## config.mk

```make
export PLATFORM = sky130hd
export DESIGN_NAME = uart_xf
export DESIGN_NICKNAME = d
export VERILOG_FILES = /design/src/logic/uart_xf_pkg.sv /design/src/logic/uart_xf.sv
export VERILOG_INCLUDE_DIRS = /design/src /design/src/logic
export SDC_FILE = /design/constraint.sdc
export NUM_CORES = 1
export LEC_CHECK = 0
export BUFFER_PORTS_ARGS = -buffer_cell sky130_fd_sc_hd__buf_2
export CORE_ASPECT_RATIO = 0.9
export CORE_MARGIN = 1.5
export CORE_UTILIZATION = 35
export CTS_CLUSTER_SIZE = 40
export DETAILED_ROUTE_END_ITERATION = 6
export GPL_TIMING_DRIVEN = 0
export PLACE_DENSITY = 0.69
export SETUP_SLACK_MARGIN = 0.1
export SLEW_MARGIN = 5
export SYNTH_ARGS = -nofsm -noshare
export SYNTH_HDL_FRONTEND = slang
export SYNTH_SLANG_ARGS = --single-unit
```

## constraint.sdc

```tcl
create_clock -name pclk -period 2 [get_ports pclk]
set_input_delay 0.2 -clock pclk [delete_from_list [all_inputs] [get_ports pclk]]
set_output_delay 0.2 -clock pclk [all_outputs]
set_load 0.02 [all_outputs]
```

## src/logic/uart_xf_defines.svh

```systemverilog
`ifndef UART_XF_DEFINES_SVH
`define UART_XF_DEFINES_SVH

// register byte offsets
`define XF_OFF_EFC       8'h00
`define XF_OFF_PFC       8'h04
`define XF_OFF_MCR       8'h08
`define XF_OFF_IER       8'h0C
`define XF_OFF_LFR       8'h10
`define XF_OFF_EFR       8'h14
`define XF_OFF_PAUSE2    8'h18
`define XF_OFF_MSR       8'h1C

// extra_features_control fields
`define XF_EFC_IRDA      7
`define XF_EFC_INV       5
`define XF_EFC_AUTODIR   4
`define XF_EFC_TXOFF     2
`define XF_EFC_RXOFF     1
`define XF_EFC_NINE      0
`define XF_EFC_MASK      8'hB7

// other fields
`define XF_MCR_DTR       0
`define XF_MCR_RTS       1
`define XF_IER_LSI       2
`define XF_IER_MSI       3
`define XF_EFR_SCD       5
`define XF_EFR_HWRTS     6
`define XF_MSR_CD        7
`define XF_MSR_RI        6
`define XF_MSR_DSR       5
`define XF_MSR_DCD       3
`define XF_MSR_TERI      2
`define XF_MSR_DDSR      1

// reset values
`define XF_RST_BYTE      8'h00
`define XF_RST_WORD      32'h0000_0000

`endif

```

## src/logic/uart_xf_pkg.sv

```systemverilog
package uart_xf_pkg;

  // bus answer sequencer, one-hot
  typedef enum logic [2:0] {
    ST_IDLE = 3'b001,
    ST_ACC  = 3'b010,
    ST_ANS  = 3'b100
  } bus_st_t;

  typedef struct packed {
    bus_st_t     st;
    logic        pready;
    logic        pslverr;
    logic [31:0] prdata;
    logic [7:0]  efc;
    logic [7:0]  pfc;
    logic [7:0]  modem_control_reg;
    logic [7:0]  interrupt_enable_reg;
    logic [7:0]  lfr;
    logic [7:0]  enhanced_features_reg;
    logic [7:0]  pause2;
    logic [2:0]  pin_prev;
    logic [2:0]  msr_delta;
    logic        dir_active;
    logic        tx_on;
    logic        rx_flush;
    logic        rx_push;
    logic [7:0]  rx_data;
    logic        rx_perr;
    logic        ls_irq;
    logic        ms_irq;
    logic        rts_n;
    logic        dtr_n;
    logic        irda_quarter;
    logic        modem_mode;
  } xf_state_t;

endpackage : uart_xf_pkg

```

## src/logic/uart_xf.sv

```systemverilog
`include "uart_xf_defines.svh"
`timescale 1ns/1ps
`default_nettype none

module uart_xf #(
  parameter int GROUP_BIT = 1
) (
  input  wire logic        pclk,
  input  wire logic        presetn,
  input  wire logic        ce,
  input  wire logic        psel,
  input  wire logic        penable,
  input  wire logic        pwrite,
  input  wire logic [7:0]  paddr,
  input  wire logic [31:0] pwdata,
  output logic             pready,
  output logic             pslverr,
  output logic [31:0]      prdata,
  input  wire logic        tx_fifo_write,
  input  wire logic        tx_last_bit_done,
  input  wire logic        tsr_busy,
  input  wire logic        flow_rts_n,
  input  wire logic        rx_valid,
  input  wire logic [7:0]  rx_char,
  input  wire logic        rx_parity,
  input  wire logic        rx_perr_in,
  input  wire logic        cd_n,
  input  wire logic        ri_n,
  input  wire logic        dsr_n,
  output logic             tx_on,
  output logic             rx_flush,
  output logic             rx_push,
  output logic [7:0]       rx_data,
  output logic             rx_perr,
  output logic             ls_irq,
  output logic             ms_irq,
  output logic             rts_n,
  output logic             dtr_n,
  output logic             irda_quarter,
  output logic             modem_mode
);

  uart_xf_pkg::xf_state_t r;
  uart_xf_pkg::xf_state_t n;

  logic       wr_en;
  logic       rd_taken;
  logic       hit_any;
  logic [7:0] rd_byte;
  logic [2:0] pins;
  logic [2:0] ms_set;
  logic       sc_on;
  logic       is_match;

  // one address compare, shared by read mux and write strobes
  function automatic logic hit(input logic [7:0] a, input logic [7:0] off);
    hit = (a == off);
  endfunction : hit

  // modem status byte as seen by software
  function automatic logic [7:0] msr_view(input logic mm, input logic [2:0] p, input logic [2:0] d);
    msr_view = 8'h00;
    if (mm) begin
      msr_view[`XF_MSR_CD]   = p[2];
      msr_view[`XF_MSR_RI]   = p[1];
      msr_view[`XF_MSR_DSR]  = p[0];
      msr_view[`XF_MSR_DCD]  = d[2];
      msr_view[`XF_MSR_TERI] = d[1];
      msr_view[`XF_MSR_DDSR] = d[0];
    end
  endfunction : msr_view

  // bus decode
  always_comb begin
    wr_en    = psel && penable && r.pready && pwrite && !r.pslverr;
    rd_taken = psel && penable && r.pready && !pwrite && !r.pslverr;
    hit_any  = hit(paddr, `XF_OFF_EFC) || hit(paddr, `XF_OFF_PFC) || hit(paddr, `XF_OFF_MCR)
            || hit(paddr, `XF_OFF_IER) || hit(paddr, `XF_OFF_LFR) || hit(paddr, `XF_OFF_EFR)
            || hit(paddr, `XF_OFF_PAUSE2) || hit(paddr, `XF_OFF_MSR);
    pins     = {~cd_n, ~ri_n, ~dsr_n};
    sc_on    = r.enhanced_features_reg[`XF_EFR_SCD];
    is_match = (rx_char == r.pause2);
  end

  // read mux, reserved bits come back as zero
  always_comb begin
    rd_byte = `XF_RST_BYTE;
    if (hit(paddr, `XF_OFF_EFC)) begin
      rd_byte = r.efc & `XF_EFC_MASK;
    end else if (hit(paddr, `XF_OFF_PFC)) begin
      rd_byte = r.pfc;
    end else if (hit(paddr, `XF_OFF_MCR)) begin
      rd_byte = r.modem_control_reg;
    end else if (hit(paddr, `XF_OFF_IER)) begin
      rd_byte = r.interrupt_enable_reg;
    end else if (hit(paddr, `XF_OFF_LFR)) begin
      rd_byte = r.lfr;
    end else if (hit(paddr, `XF_OFF_EFR)) begin
      rd_byte = r.enhanced_features_reg;
    end else if (hit(paddr, `XF_OFF_PAUSE2)) begin
      rd_byte = r.pause2;
    end else if (hit(paddr, `XF_OFF_MSR)) begin
      rd_byte = msr_view(r.modem_mode, pins, r.msr_delta);
    end
  end

  // next state of the whole block
  always_comb begin
    n          = r;
    n.rx_flush = 1'b0;
    n.rx_push  = 1'b0;
    n.ls_irq   = 1'b0;

    // answer sequencer: one wait state, pready for one cycle
    case (r.st)
      uart_xf_pkg::ST_IDLE: begin
        n.pready = 1'b0;
        if (psel && !penable) begin
          n.st = uart_xf_pkg::ST_ACC;
        end
      end
      uart_xf_pkg::ST_ACC: begin
        if (psel && penable) begin
          n.st      = uart_xf_pkg::ST_ANS;
          n.pready  = 1'b1;
          n.pslverr = !hit_any;
          n.prdata  = (pwrite || !hit_any) ? `XF_RST_WORD : {24'h00_0000, rd_byte};
        end
      end
      uart_xf_pkg::ST_ANS: begin
        n.st      = uart_xf_pkg::ST_IDLE;
        n.pready  = 1'b0;
        n.pslverr = 1'b0;
      end
      default: begin
        n.st     = uart_xf_pkg::ST_IDLE;
        n.pready = 1'b0;
      end
    endcase

    // register writes at the edge that takes the transfer
    if (wr_en) begin
      if (hit(paddr, `XF_OFF_EFC)) n.efc = pwdata[7:0] & `XF_EFC_MASK;
      if (hit(paddr, `XF_OFF_PFC)) n.pfc = pwdata[7:0];
      if (hit(paddr, `XF_OFF_MCR)) n.modem_control_reg = pwdata[7:0];
      if (hit(paddr, `XF_OFF_IER)) n.interrupt_enable_reg = pwdata[7:0];
      if (hit(paddr, `XF_OFF_LFR)) n.lfr = pwdata[7:0];
      if (hit(paddr, `XF_OFF_EFR)) n.enhanced_features_reg = pwdata[7:0];
      if (hit(paddr, `XF_OFF_PAUSE2)) n.pause2 = pwdata[7:0];
    end

    // modem inputs: deltas only in modem mode, gpio registers never involved
    n.modem_mode = n.pfc[GROUP_BIT];
    n.pin_prev   = pins;
    ms_set       = {pins[2] ^ r.pin_prev[2], r.pin_prev[1] & ~pins[1], pins[0] ^ r.pin_prev[0]};
    if (!r.modem_mode) begin
      n.msr_delta = 3'b000;
    end else begin
      // only bits already reported are cleared, a new change wins
      n.msr_delta = (r.msr_delta & ~(rd_taken && hit(paddr, `XF_OFF_MSR) ?
                     {r.prdata[`XF_MSR_DCD], r.prdata[`XF_MSR_TERI], r.prdata[`XF_MSR_DDSR]} : 3'b000))
                    | ms_set;
    end
    n.ms_irq = n.modem_mode && n.interrupt_enable_reg[`XF_IER_MSI] && (n.msr_delta != 3'b000);
    n.dtr_n  = n.modem_mode ? !n.modem_control_reg[`XF_MCR_DTR] : 1'b1;

    // infrared pulse width select
    n.irda_quarter = n.efc[`XF_EFC_IRDA];

    // auto direction: set by a fifo write, ended by the last bit; set wins
    if (tx_fifo_write) begin
      n.dir_active = 1'b1;
    end else if (tx_last_bit_done) begin
      n.dir_active = 1'b0;
    end
    if (n.efc[`XF_EFC_AUTODIR]) begin
      n.rts_n = n.dir_active ? n.efc[`XF_EFC_INV] : !n.efc[`XF_EFC_INV];
    end else if (n.enhanced_features_reg[`XF_EFR_HWRTS]) begin
      n.rts_n = flow_rts_n;
    end else begin
      n.rts_n = !n.modem_control_reg[`XF_MCR_RTS];
    end

    // transmitter stops only once the shift register is idle
    if (!n.efc[`XF_EFC_TXOFF]) begin
      n.tx_on = 1'b1;
    end else if (!tsr_busy) begin
      n.tx_on = 1'b0;
    end

    // receive filter; hardware may flip the receiver enable in auto detect
    if (rx_valid) begin
      n.rx_data = rx_char;
      n.rx_perr = rx_perr_in;
      if (!r.efc[`XF_EFC_NINE]) begin
        n.rx_push = !r.efc[`XF_EFC_RXOFF];
      end else if (!sc_on) begin
        // parity marks addresses; they are always kept and flagged
        n.rx_push = rx_parity || !r.efc[`XF_EFC_RXOFF];
        n.rx_perr = rx_parity;
      end else if (rx_parity && is_match) begin
        n.rx_push              = 1'b1;
        n.rx_perr              = rx_parity;
        n.efc[`XF_EFC_RXOFF]   = 1'b0;
      end else if (rx_parity) begin
        n.efc[`XF_EFC_RXOFF]   = 1'b1;
      end else begin
        n.rx_push = !r.efc[`XF_EFC_RXOFF];
      end
    end
    n.ls_irq   = n.rx_push && n.rx_perr && r.interrupt_enable_reg[`XF_IER_LSI];
    // turning the receiver off flushes whatever partial data is held
    n.rx_flush = n.efc[`XF_EFC_RXOFF] && !r.efc[`XF_EFC_RXOFF];
  end

  // single state register, frozen while ce is low
  always_ff @(posedge pclk or negedge presetn) begin
    if (!presetn) begin
      r              <= '0;
      r.st           <= uart_xf_pkg::ST_IDLE;
      r.tx_on        <= 1'b1;
      r.rts_n        <= 1'b1;
      r.dtr_n        <= 1'b1;
    end else if (ce) begin
      r <= n;
    end
  end

  // outputs straight from the state register
  always_comb begin
    pready       = r.pready;
    pslverr      = r.pslverr;
    prdata       = r.prdata;
    tx_on        = r.tx_on;
    rx_flush     = r.rx_flush;
    rx_push      = r.rx_push;
    rx_data      = r.rx_data;
    rx_perr      = r.rx_perr;
    ls_irq       = r.ls_irq;
    ms_irq       = r.ms_irq;
    rts_n        = r.rts_n;
    dtr_n        = r.dtr_n;
    irda_quarter = r.irda_quarter;
    modem_mode   = r.modem_mode;
  end

  // answer comes one cycle into the access phase and lasts one cycle
  a_pready_timing: assert property (@(posedge pclk) disable iff (!presetn)
    ce && psel && penable && r.st == uart_xf_pkg::ST_ACC |=> pready ##1 (!pready || !ce))
    else $error("pready not one cycle after access start");

  a_gpio_no_delta: assert property (@(posedge pclk) disable iff (!presetn)
    !r.modem_mode ##1 (!r.modem_mode && $stable(r)) |-> r.msr_delta == 3'b000 && !ms_irq)
    else $error("modem status moved in gpio mode");

  a_dtr_follows: assert property (@(posedge pclk) disable iff (!presetn)
    dtr_n == (modem_mode ? !r.modem_control_reg[`XF_MCR_DTR] : 1'b1))
    else $error("dtr pin wrong for pin mode");

  a_autodir_assert: assert property (@(posedge pclk) disable iff (!presetn)
    ce && r.efc[`XF_EFC_AUTODIR] && tx_fifo_write && !wr_en |=> rts_n == r.efc[`XF_EFC_INV])
    else $error("direction pin not asserted after fifo write");

  a_autodir_release: assert property (@(posedge pclk) disable iff (!presetn)
    ce && r.efc[`XF_EFC_AUTODIR] && tx_last_bit_done && !tx_fifo_write && !wr_en
    |=> rts_n == !r.efc[`XF_EFC_INV])
    else $error("direction pin not released after last bit");

  a_tx_stop_wait: assert property (@(posedge pclk) disable iff (!presetn)
    ce && r.efc[`XF_EFC_TXOFF] && tsr_busy && r.tx_on && !wr_en |=> tx_on)
    else $error("transmitter stopped during a character");

  a_rx_flush: assert property (@(posedge pclk) disable iff (!presetn)
    $rose(r.efc[`XF_EFC_RXOFF]) |-> rx_flush)
    else $error("no flush when receiver turned off");

  a_drop_data: assert property (@(posedge pclk) disable iff (!presetn)
    ce && r.efc[`XF_EFC_NINE] && !sc_on && r.efc[`XF_EFC_RXOFF] && rx_valid && !rx_parity |=> !rx_push)
    else $error("data kept while receiver off");

  a_addr_flag: assert property (@(posedge pclk) disable iff (!presetn)
    ce && r.efc[`XF_EFC_NINE] && !sc_on && rx_valid && rx_parity |=> rx_push && rx_perr)
    else $error("address byte not stored with flag");

  a_auto_reject: assert property (@(posedge pclk) disable iff (!presetn)
    ce && r.efc[`XF_EFC_NINE] && sc_on && rx_valid && rx_parity && !is_match
    |=> !rx_push && r.efc[`XF_EFC_RXOFF])
    else $error("wrong address not rejected");

  a_auto_accept: assert property (@(posedge pclk) disable iff (!presetn)
    ce && r.efc[`XF_EFC_NINE] && sc_on && rx_valid && rx_parity && is_match
    |=> rx_push && rx_perr && !r.efc[`XF_EFC_RXOFF])
    else $error("matching address not accepted");

  // register-driven outputs and filter corners the bench reaches
  a_auto_drop_data: assert property (@(posedge pclk) disable iff (!presetn)
    ce && r.efc[`XF_EFC_NINE] && sc_on && r.efc[`XF_EFC_RXOFF] && rx_valid && !rx_parity |=> !rx_push)
    else $error("data kept while auto detect receiver off");

  a_tx_resume: assert property (@(posedge pclk) disable iff (!presetn)
    ce && !wr_en && !r.efc[`XF_EFC_TXOFF] |=> tx_on)
    else $error("transmitter not enabled");

  a_rts_manual: assert property (@(posedge pclk) disable iff (!presetn)
    ce && !wr_en && !r.efc[`XF_EFC_AUTODIR] && !r.enhanced_features_reg[`XF_EFR_HWRTS] |=> rts_n == !r.modem_control_reg[`XF_MCR_RTS])
    else $error("rts pin not from modem control");

  a_ls_irq_push: assert property (@(posedge pclk) disable iff (!presetn)
    ls_irq |-> rx_push && rx_perr)
    else $error("line status event without flagged push");

  a_irda_follow: assert property (@(posedge pclk) disable iff (!presetn)
    ce && wr_en && hit(paddr, `XF_OFF_EFC) |=> irda_quarter == $past(pwdata[`XF_EFC_IRDA]))
    else $error("infrared width not taken from write");

  a_nine_off_pass: assert property (@(posedge pclk) disable iff (!presetn)
    ce && !r.efc[`XF_EFC_NINE] && rx_valid
    |=> rx_push == !$past(r.efc[`XF_EFC_RXOFF]) && rx_perr == $past(rx_perr_in))
    else $error("point to point byte handled wrongly");

endmodule : uart_xf

`default_nettype wire

```

## After elaboration in Yosys (flattened, before gate mapping)

Index checks and enable logic that the tools add are counted.
W data, S select, Z words.

- Eq/ne operators: 14
- Mux-type cells: 46
- Bitwise operators: 9
- Reductions and logical operators: 47

Operator list:

| kind | number |
|---|---|
| $mux W8 | 16 |
| $mux W56 | 1 |
| $mux W37 | 1 |
| $eq A8 B5 Y1 const B | 4 |
| $reduce_and A3 Y1 | 10 |
| $mux W1 | 20 |
| $eq A8 B4 Y1 const B | 2 |
| $mux W3 | 5 |
| $logic_and A1 B1 Y1 | 14 |
| $mux W10 | 1 |
| $logic_or A1 B1 Y1 | 9 |
| $eq A8 B3 Y1 const B | 1 |
| $eq A8 B8 Y1 | 1 |
| $logic_not A1 Y1 | 8 |
| $logic_not A8 Y1 | 1 |
| $pmux W4 S2 | 1 |
| $ne A2 B2 Y1 const B | 3 |
| $reduce_and A2 Y1 | 3 |
| $and A3 B3 Y3 | 1 |
| $eq A3 B1 Y1 const B | 1 |
| $eq A3 B2 Y1 const B | 1 |
| $eq A3 B3 Y1 const B | 1 |
| $not A1 Y1 | 3 |
| $not A3 Y3 | 1 |
| other kinds (6) | 7 |

- Logic and storage cells: 145
- Output and inout port bits: 52
- Bits in registers: 115
- Input port bits: 64

## Logic depth before layout (Yosys ltp)

Gate-level depths: netlist (run 1).

- Word-level depth: 13
- Gate-level depth with buffers: 7
- Mapped depth without buffers: 5

## Worst setup path after synthesis (run 1)

OpenSTA, ideal clock, no wires.

- Path kind: reg2reg
- From: reg r, in the netlist pslverr
- To: reg r[43] in the netlist's numbering
- Data required time: 1.875 ns
- Library setup time: 0.125 ns
- Stages on the path, launching flop included: 5
- Arrival: 1.969 ns
- Buffers on the path: 0
- Path slack: -0.094 ns
- Clock period less this slack: 2.094 ns
- Cells stage by stage: dfrtp_1 -> and4b_1 -> nand3_1 -> nor4_4 -> mux2_2

- Longest elaborated chain between the ends: 3

Ends and longest elaborated chain:

| item | RTL line | RTL |
|---|---|---|
| start, declared | uart_xf.sv:43 | `uart_xf_pkg::xf_state_t r;` |
| start signal, assigned | uart_xf.sv:225 | `r <= n;` |
| $logic_not A1 Y1 | uart_xf.sv:75 | `wr_en = psel && penable && r.pready && pwrite && !r.pslverr;` |
| $logic_and A1 B1 Y1 | uart_xf.sv:75 |  |
| $reduce_and A3 Y1 (no line) | - |  |

Every way passes these cells.
A chain may end at the register's enable or synchronous reset.

## Final worst setup path (run 1)

- From: reg r[115] in the netlist's numbering
- To: reg r, in the netlist prdata[4]

- Longest elaborated chain between the ends: 2

Ends and longest elaborated chain:

| item | RTL line | RTL |
|---|---|---|
| $eq A3 B2 Y1 | uart_xf.sv:115 | `case (r.st)` |
| $reduce_and A3 Y1 (no line) | - |  |

Every way passes these cells.

==> results.yml, run 1 <==
status:
  outcome: "complete, but fails checks"
  violations: "setup timing"
detailed_routing:
  drtPass1Iterations: 5
  ant_nets: 0
  drc: 0
  wire_per_inst_um: 18.66
  wl_um: 13380
  vias: 3857
  vias_per_cell: 5.379
  drtIter0Drc: 344
timing:
  hold_violations: 0
  rsz0062_at_grt: "true"
  clock-skew-final_ps: 6.811
  fin_crit_sh: 1.007
  setup_viol: 2
  min_period_ps: 2013
  max_slew_margin: 0.4075
  fmax_mhz: 496.7
  maxSlewViolCount: 0
  fin_hold_ws_ps: 75.12
  setup_ws_ps: -13.49
  tightest_slew_ps: 888.8
finish:
  antenna_cells: 0
  area_delta_synth_final_pct: 24.85
  fillers: 1251
  fin_util: 0.4531
  final-seq-area_um2: 2257
  drive_above_1_share: 0.4426
  finalNetCount: 608
  multiInputGateArea_um2: 2426
  instances_no_fill: 717
setup_path:
  worstPathRequired_ps: 2250
  cpPeakStageDelay_ps: 390
  cp_cell_sequence: "or3b_4, or3_4, or3_4, buf_8, o31ai_2"
  crit_path_start_kind: "flop"
  critPathArrivalTime_ps: 2260
  critPathKind: "reg2reg"
  r2r_end: "prdata[4]$_DFFE_PN0P_"
  crit_slowest_cell: "dfstp_2"
  rrSetupSlack_ps: -10
  reg2reg_from: "r[115]$_DFFE_PN1P_"
  cpMostUsedCell: "or3_4"
  cp_max_fo: 10
  r2r_cells: 5
  endpoint_kind: "flop"
logic_synthesis:
  syn_inst: 429
  ys_ff_latch: 90
  synth_cell_types: 61
  async_reset_ff_frac: 1.000
  yosysWarningCount: 0
  netlist_area_um2: 4905
  synth_edf_count: 0
  synth_seq_area_share: 0.4602
  dominantRegCellSynth: "dfrtp_1"
  synth_area_per_cell_um2: 11.43
pwr:
  pwr-share-comb: 0.137
  switching_share: 0.2511
  p_clk_frac: 0.419
  net-switching-power_uw: 1095
  pwr-share-seq: 0.444
  power_density_nw_per_um2: 712.1
  p_int_uw: 3266
  ir_drop_mv: 0.3931
  leakage_uw: 0.002945
worst_hold_path:
  holdPathStages: 2
  hold_class: "in2reg"
  min_from: "ri_n"
  holdPathEnd: "r[23]$_DFFE_PN0P_"
clock_network:
  cts.path.max_buffers: 2
  cts_root_buf: "clkbuf_16"
  clock-sinks: 90
  cts_buffers: 9
  h-tree-depth: 3
  tritoncts: "yes"
  clkTransAtPathRegs_ps: 60
  clk_latency_ps: 340
grt:
  grtUsageMet1: 0.2470
  antenna_found_initial: 0
  grt_pass1_wl_um: 20750
  busiest_layer: "met2"
  gr-total-overflow: 0
  grt_max_degree: 58
  gr-usage-met3: 0.03862
  met2_usage: 0.3011
  track_usage: 0.1856
  first_global_vias: 3828
placed_design:
  portBuffers: 65
  dp_hpwl_um: 9565
  place_inst: 686
  dpl_worst_slack_ps: -453.8
  globalplace.congestion: 0.8688
floorplan:
  io_pins: 116
  start_util: 0.3630
  die_y_um: 115.3
  die_area_um2: 14730
  rows: 40
  core_um2: 13510
  die_width_um: 127.8
flow_run:
  drv_cap: 0
==> through the flow <==
step                      TNS [ps]  area, um^2  power [uW]
after floorplan                  0        4999        2324
after global placement      -24250        5534        2520
after detailed placement    -17960        5564        2540
after CTS                   -13.63        6045        4375
after global routing        -415.4        6123        4527
final                       -24.41        6123        4361
==> power by group through the flow <==
stage / clock (uW) / sequential [uW] / combinational [uW]
floorplan: 0 / 1990 / 339
global placement: 0 / 1970 / 553
detailed placement: 0 / 1970 / 568
CTS: 1850 / 1930 / 590
global route: 1940 / 1940 / 646
finish: 1830 / 1940 / 598
==> sequential cells by signal (all words and copies together) (netlist names) <==
name	cells
rx_flush	1
ls_irq	1
pready	1
pslverr	1
prdata	8
tx_on	1
rx_push	1
r	64
rx_data	8
rts_n	1
ms_irq	1
rx_perr	1
dtr_n	1
==> cell usage after synthesis, types with 2 or more instances <==
master     count  area (um^2)
a211o_1        2        17.52
a21oi_1       16        80.08
a221oi_1       2        17.52
a22oi_1        2        15.01
a2bb2oi_1      2        17.52
a31oi_1        5        31.28
a32o_1         3        30.03
and2_1         2        12.51
buf_1          2        7.510
buf_2          5        25.02
buf_4         40        300.3
buf_6          2        22.52
clkbuf_1       8        30.03
dfrtp_1       86         2152
dfstp_2        4        105.1
inv_1          7        26.28
mux2_1         4        45.04
mux2_2        61        686.9
mux2i_1       15        150.1
mux4_2         5        112.6
nand2_1       24        90.09
nand2b_1       7        43.79
nand3_1        2        10.01
nand3b_1       2        15.01
nand4_1        2        12.51
nand4b_1       2        17.52
nor2_1        15        56.30
nor2b_1        6        37.54
nor3_1         5        25.02
nor3_4         4        65.06
nor3b_1        4        30.03
nor4_1         7        43.79
nor4_4         2        42.54
o21a_1         2        15.01
o21ai_0       21        105.1
o22ai_1        4        25.02
o2bb2ai_1      3        26.28
o31ai_1        7        52.55
or3_1          6        37.54
xor2_1        10        87.58
==> placed cells by master, fill, tap and decap left out, types with 3 or more instances in the layout <==
cell type and instances:
nor3b_1 4, nand2_2 3, inv_1 7, buf_2 69
dfstp_2 4, nor4_1 5, o2bb2ai_1 3, o31ai_2 3
a21oi_1 16, mux2_4 8, conb_1 24, nor2b_1 6
nor2_1 14, buf_4 54, mux4_2 5, clkbuf_16 9
nor4_4 3, or3_1 5, a31oi_1 5, clkbuf_1 8
o22ai_1 4, xor2_1 10, nor3_1 4, mux2_2 57
o21ai_0 21, mux2i_1 15, a32o_1 3, nand2_1 21
o31ai_1 4, nor3_4 4, dfrtp_1 86, nand2b_1 7
==> worst max path at each step <==
stage                             from               endpoint  slack, ps  depth (start not counted)
finish              r[115]$_DFFE_PN1P_  prdata[4]$_DFFE_PN0P_        -10                          5
global route        r[117]$_DFFE_PN0P_  prdata[3]$_DFFE_PN0P_        -80                          5
CTS                 r[115]$_DFFE_PN1P_  prdata[4]$_DFFE_PN0P_         -8                          5
detailed placement            paddr[5]      r[44]$_DFFE_PN0P_       -450                          7
global placement              paddr[5]      r[43]$_DFFE_PN0P_       -410                          7
floorplan                     paddr[5]      r[43]$_DFFE_PN0P_         70                          6
==> cell type report <==
type                       count  area share
multi-input combinational    297      0.3962
sequential                    90      0.3686
timing repair buffer          82     0.08071
buffer                        56     0.06293
clock buffer                  11     0.03964
tap                          168     0.03433
clock inverter                 5     0.01267
inverter                       8    0.004904
==> routing by layer <==
metal / wire length (um) / share of wire
met1: 5898 / 0.44
met2: 6231 / 0.47
met5: 0 / 0
met3: 893 / 0.067
met4: 356 / 0.027
==> worst max-delay path: cells and delay by family, from the launching register on <==
family / cells / cell delay, ps
buf+inv: 1 / 160
compound gates: 1 / 240
flops: 1 / 390
simple gates: 3 / 1140
==> logic make-up after synthesis <==
family,after synthesis,synth area share
other,1,0.0007646
AND/OR/NAND/NOR,99,0.1263
buffers and inverters,65,0.08469
flip-flops,90,0.4602
XOR/XNOR,11,0.01964
multiplexers,85,0.2028
AO/OA/AOI/OAI,78,0.1056
==> what timing repair did <==
item | in CTS | in global routing
pin swaps | 4 | 2
hold buffers | 1 | 0
resized for setup | 11 | 14
endpoints found under the setup margin | 60 | 30
hold endpoints to repair | 29 | 0
setup buffers | 12 | 3
No activity file was read; power rests on OpenSTA's default activity.
==> run 2, diff against run 1 <==
--- a/config.mk
+++ b/config.mk
@@ -10,12 +10,13 @@
 export CORE_ASPECT_RATIO = 0.9
 export CORE_MARGIN = 1.5
 export CORE_UTILIZATION = 35
+export CTS_BUF_LIST = sky130_fd_sc_hd__clkbuf_8
 export CTS_CLUSTER_SIZE = 40
 export DETAILED_ROUTE_END_ITERATION = 6
 export GPL_TIMING_DRIVEN = 0
 export PLACE_DENSITY = 0.69
 export SETUP_SLACK_MARGIN = 0.1
-export SLEW_MARGIN = 5
+export SLEW_MARGIN = 20
 export SYNTH_ARGS = -nofsm -noshare
 export SYNTH_HDL_FRONTEND = slang
 export SYNTH_SLANG_ARGS = --single-unit
==> run 2 against run 1 <==
The flow still finishes with violations (setup timing). Final cell count decreased by 0.28%. Register-to-register slack about the same. Sequential cell count is the same. Combinational power is 0.7% lower. Non-clock buffer count is 2 lower. Hold slack worse by 25 ps. Global-route usage up 0.11 points. Design area decreased by 1.9%. Die area did not move. Critical path type unchanged. Largest cell class unchanged. Largest power group unchanged. Highest routed layer unchanged.
==> results.yml, run 2 (same netlist as run 1, synthesis figures left out) <==
status:
  outcome: "complete, but fails checks"
  violations: "setup timing"
timing:
  rsz0062_at_grt: "true"
  max_slew_margin: 0.4167
  tightest_slew_ps: 875.0
  clock-skew-final_ps: 6.833
  fin_crit_sh: 1.010
  fmax_mhz: 495.2
  min_period_ps: 2020
  fin_hold_ws_ps: 49.90
  setup_viol: 4
  setup_ws_ps: -19.59
  maxSlewViolCount: 0
  hold_violations: 0
  setup_tns_ps: -44.86
detailed_routing:
  drc: 0
  wire_per_inst_um: 18.46
  vias_per_cell: 5.348
  wl_um: 13200
  drtIter0Drc: 365
  ant_nets: 0
  vias: 3824
  drtPass1Iterations: 5
setup_path:
  reg2reg_from: "r[117]$_DFFE_PN0P_"
  rrSetupSlack_ps: -20
  r2r_end: "prdata[4]$_DFFE_PN0P_"
  cp_cell_sequence: "or3b_4, or3_4, or3_4, buf_8, o31ai_2"
  cp_max_fo: 10
  cpPeakStageDelay_ps: 410
  critPathArrivalTime_ps: 2290
  worstPathRequired_ps: 2270
  r2r_cells: 5
  crit_slowest_cell: "dfrtp_1"
  cpMostUsedCell: "or3_4"
  crit_path_start: "r[117]$_DFFE_PN0P_"
  crit_path_start_kind: "flop"
  path_delay_family: "simple AND/OR/NAND/NOR gates"
  cp_num_buf_inv: 1
  critPathKind: "reg2reg"
  endpoint_kind: "flop"
floorplan:
  io_pins: 116
  die_y_um: 115.3
  die_area_um2: 14730
  die_width_um: 127.8
  start_util: 0.3630
  core_um2: 13510
  rows: 40
worst_hold_path:
  holdPathEnd: "r[23]$_DFFE_PN0P_"
  hold_class: "in2reg"
  min_from: "ri_n"
  holdPathStages: 2
clock_network:
  clk_latency_ps: 360
  h-tree-depth: 3
  cts.path.max_buffers: 2
  cts_buffers: 9
  cts_root_buf: "clkbuf_8"
  tritoncts: "yes"
  clock-sinks: 90
  clkTransAtPathRegs_ps: 90
placed_design:
  portBuffers: 65
  place_area_um2: 5564
  dp_hpwl_um: 9565
  place_inst: 686
  globalplace.congestion: 0.8688
finish:
  final_common_cell: "dfrtp_1"
  instances_no_fill: 715
  final-seq-area_um2: 2257
  area_delta_synth_final_pct: 22.42
  layout_common_cells: "dfrtp_1, buf_2, mux2_2"
  drive_above_1_share: 0.4388
  largest_reg_flops: 64
  finalNetCount: 606
  antenna_cells: 0
  top_register: "r"
  final_area_um2: 6005
  fillers: 1264
  multiInputGateArea_um2: 2424
grt:
  grt_pass1_wl_um: 20760
  antenna_found_initial: 0
  first_global_vias: 3816
  gr-total-overflow: 0
  track_usage: 0.1867
  grt_max_degree: 58
flow_run:
  drv_cap: 0
pwr:
  leakage_uw: 0.002891
  power_density_nw_per_um2: 649.7
  ir_drop_mv: 0.3490
[run 2: cell count changes in the layout (fill, tap and decap cells not counted)]
cell,change
clkbuf_8,+9
nand2_2,-1
nand2_1,+1
buf_4,-2
inv_1,+1
clkbuf_16,-9
clkbuf_1,-1
[run 2: how the worst max path moves through the flow]
stage          cells after the start                    end
2_1_floorplan                      6      r[43]$_DFFE_PN0P_
3_3_place_gp                       7      r[43]$_DFFE_PN0P_
3_5_place_dp                       7      r[44]$_DFFE_PN0P_
4_1_cts                            5  prdata[0]$_DFFE_PN0P_
5_1_grt                            5  prdata[3]$_DFFE_PN0P_
6_report                           5  prdata[4]$_DFFE_PN0P_
[run 2: worst register-to-register path, delay by kind of cell (launching register included)]
kind | cells | cell delay (ps)
AO/OA/AOI/OAI | 1 | 240
buffers and inverters | 1 | 160
flip-flops | 1 | 410
AND/OR/NAND/NOR | 3 | 1130
[run 2: timing repair]
item                                    in CTS  in global routing
pin swaps                                    4                  1
endpoints found under the hold margin       29                  0
endpoints found under the setup margin      60                 31
buffers inserted                            12                  1
hold buffers                                 1                  0
resized for setup                           11                 13
[run 2: layout make-up]
class	instances	area share
tap	168	0.03501
multi-input combinational	297	0.4036
sequential	90	0.3759
timing repair buffer	80	0.07981
inverter	8	0.005001
clock buffer	10	0.02292
buffer	56	0.06418
clock inverter	6	0.01354
[run 2: stage by stage]
step,power (uW),util,worst slack (ps)
after floorplan,2324,-,70.88
after detailed placement,2540,0.4118,-453.8
after global routing,4081,0.4444,-84.92
after global placement,2520,0.4095,-411.3
after CTS,3937,0.4400,-13.05
final,3901,0.4444,-19.59
[run 2: where the power goes]
group,internal [uW],leakage [uW],switching (uW)
logic,247,0.00159,346
clock network,729,0.000113,643
registers,1890,0.00119,44.1
total,2870,0.00289,1030
[run 2: per-layer routing]
| layer | wire (um) | GRT usage | share of wire |
|---|---|---|---|
| met5 | 0 | 0 | 0 |
| met4 | 400 | 0.08165 | 0.030 |
| met3 | 985 | 0.04979 | 0.075 |
| met2 | 6123 | 0.2971 | 0.46 |
| met1 | 5690 | 0.2409 | 0.43 |
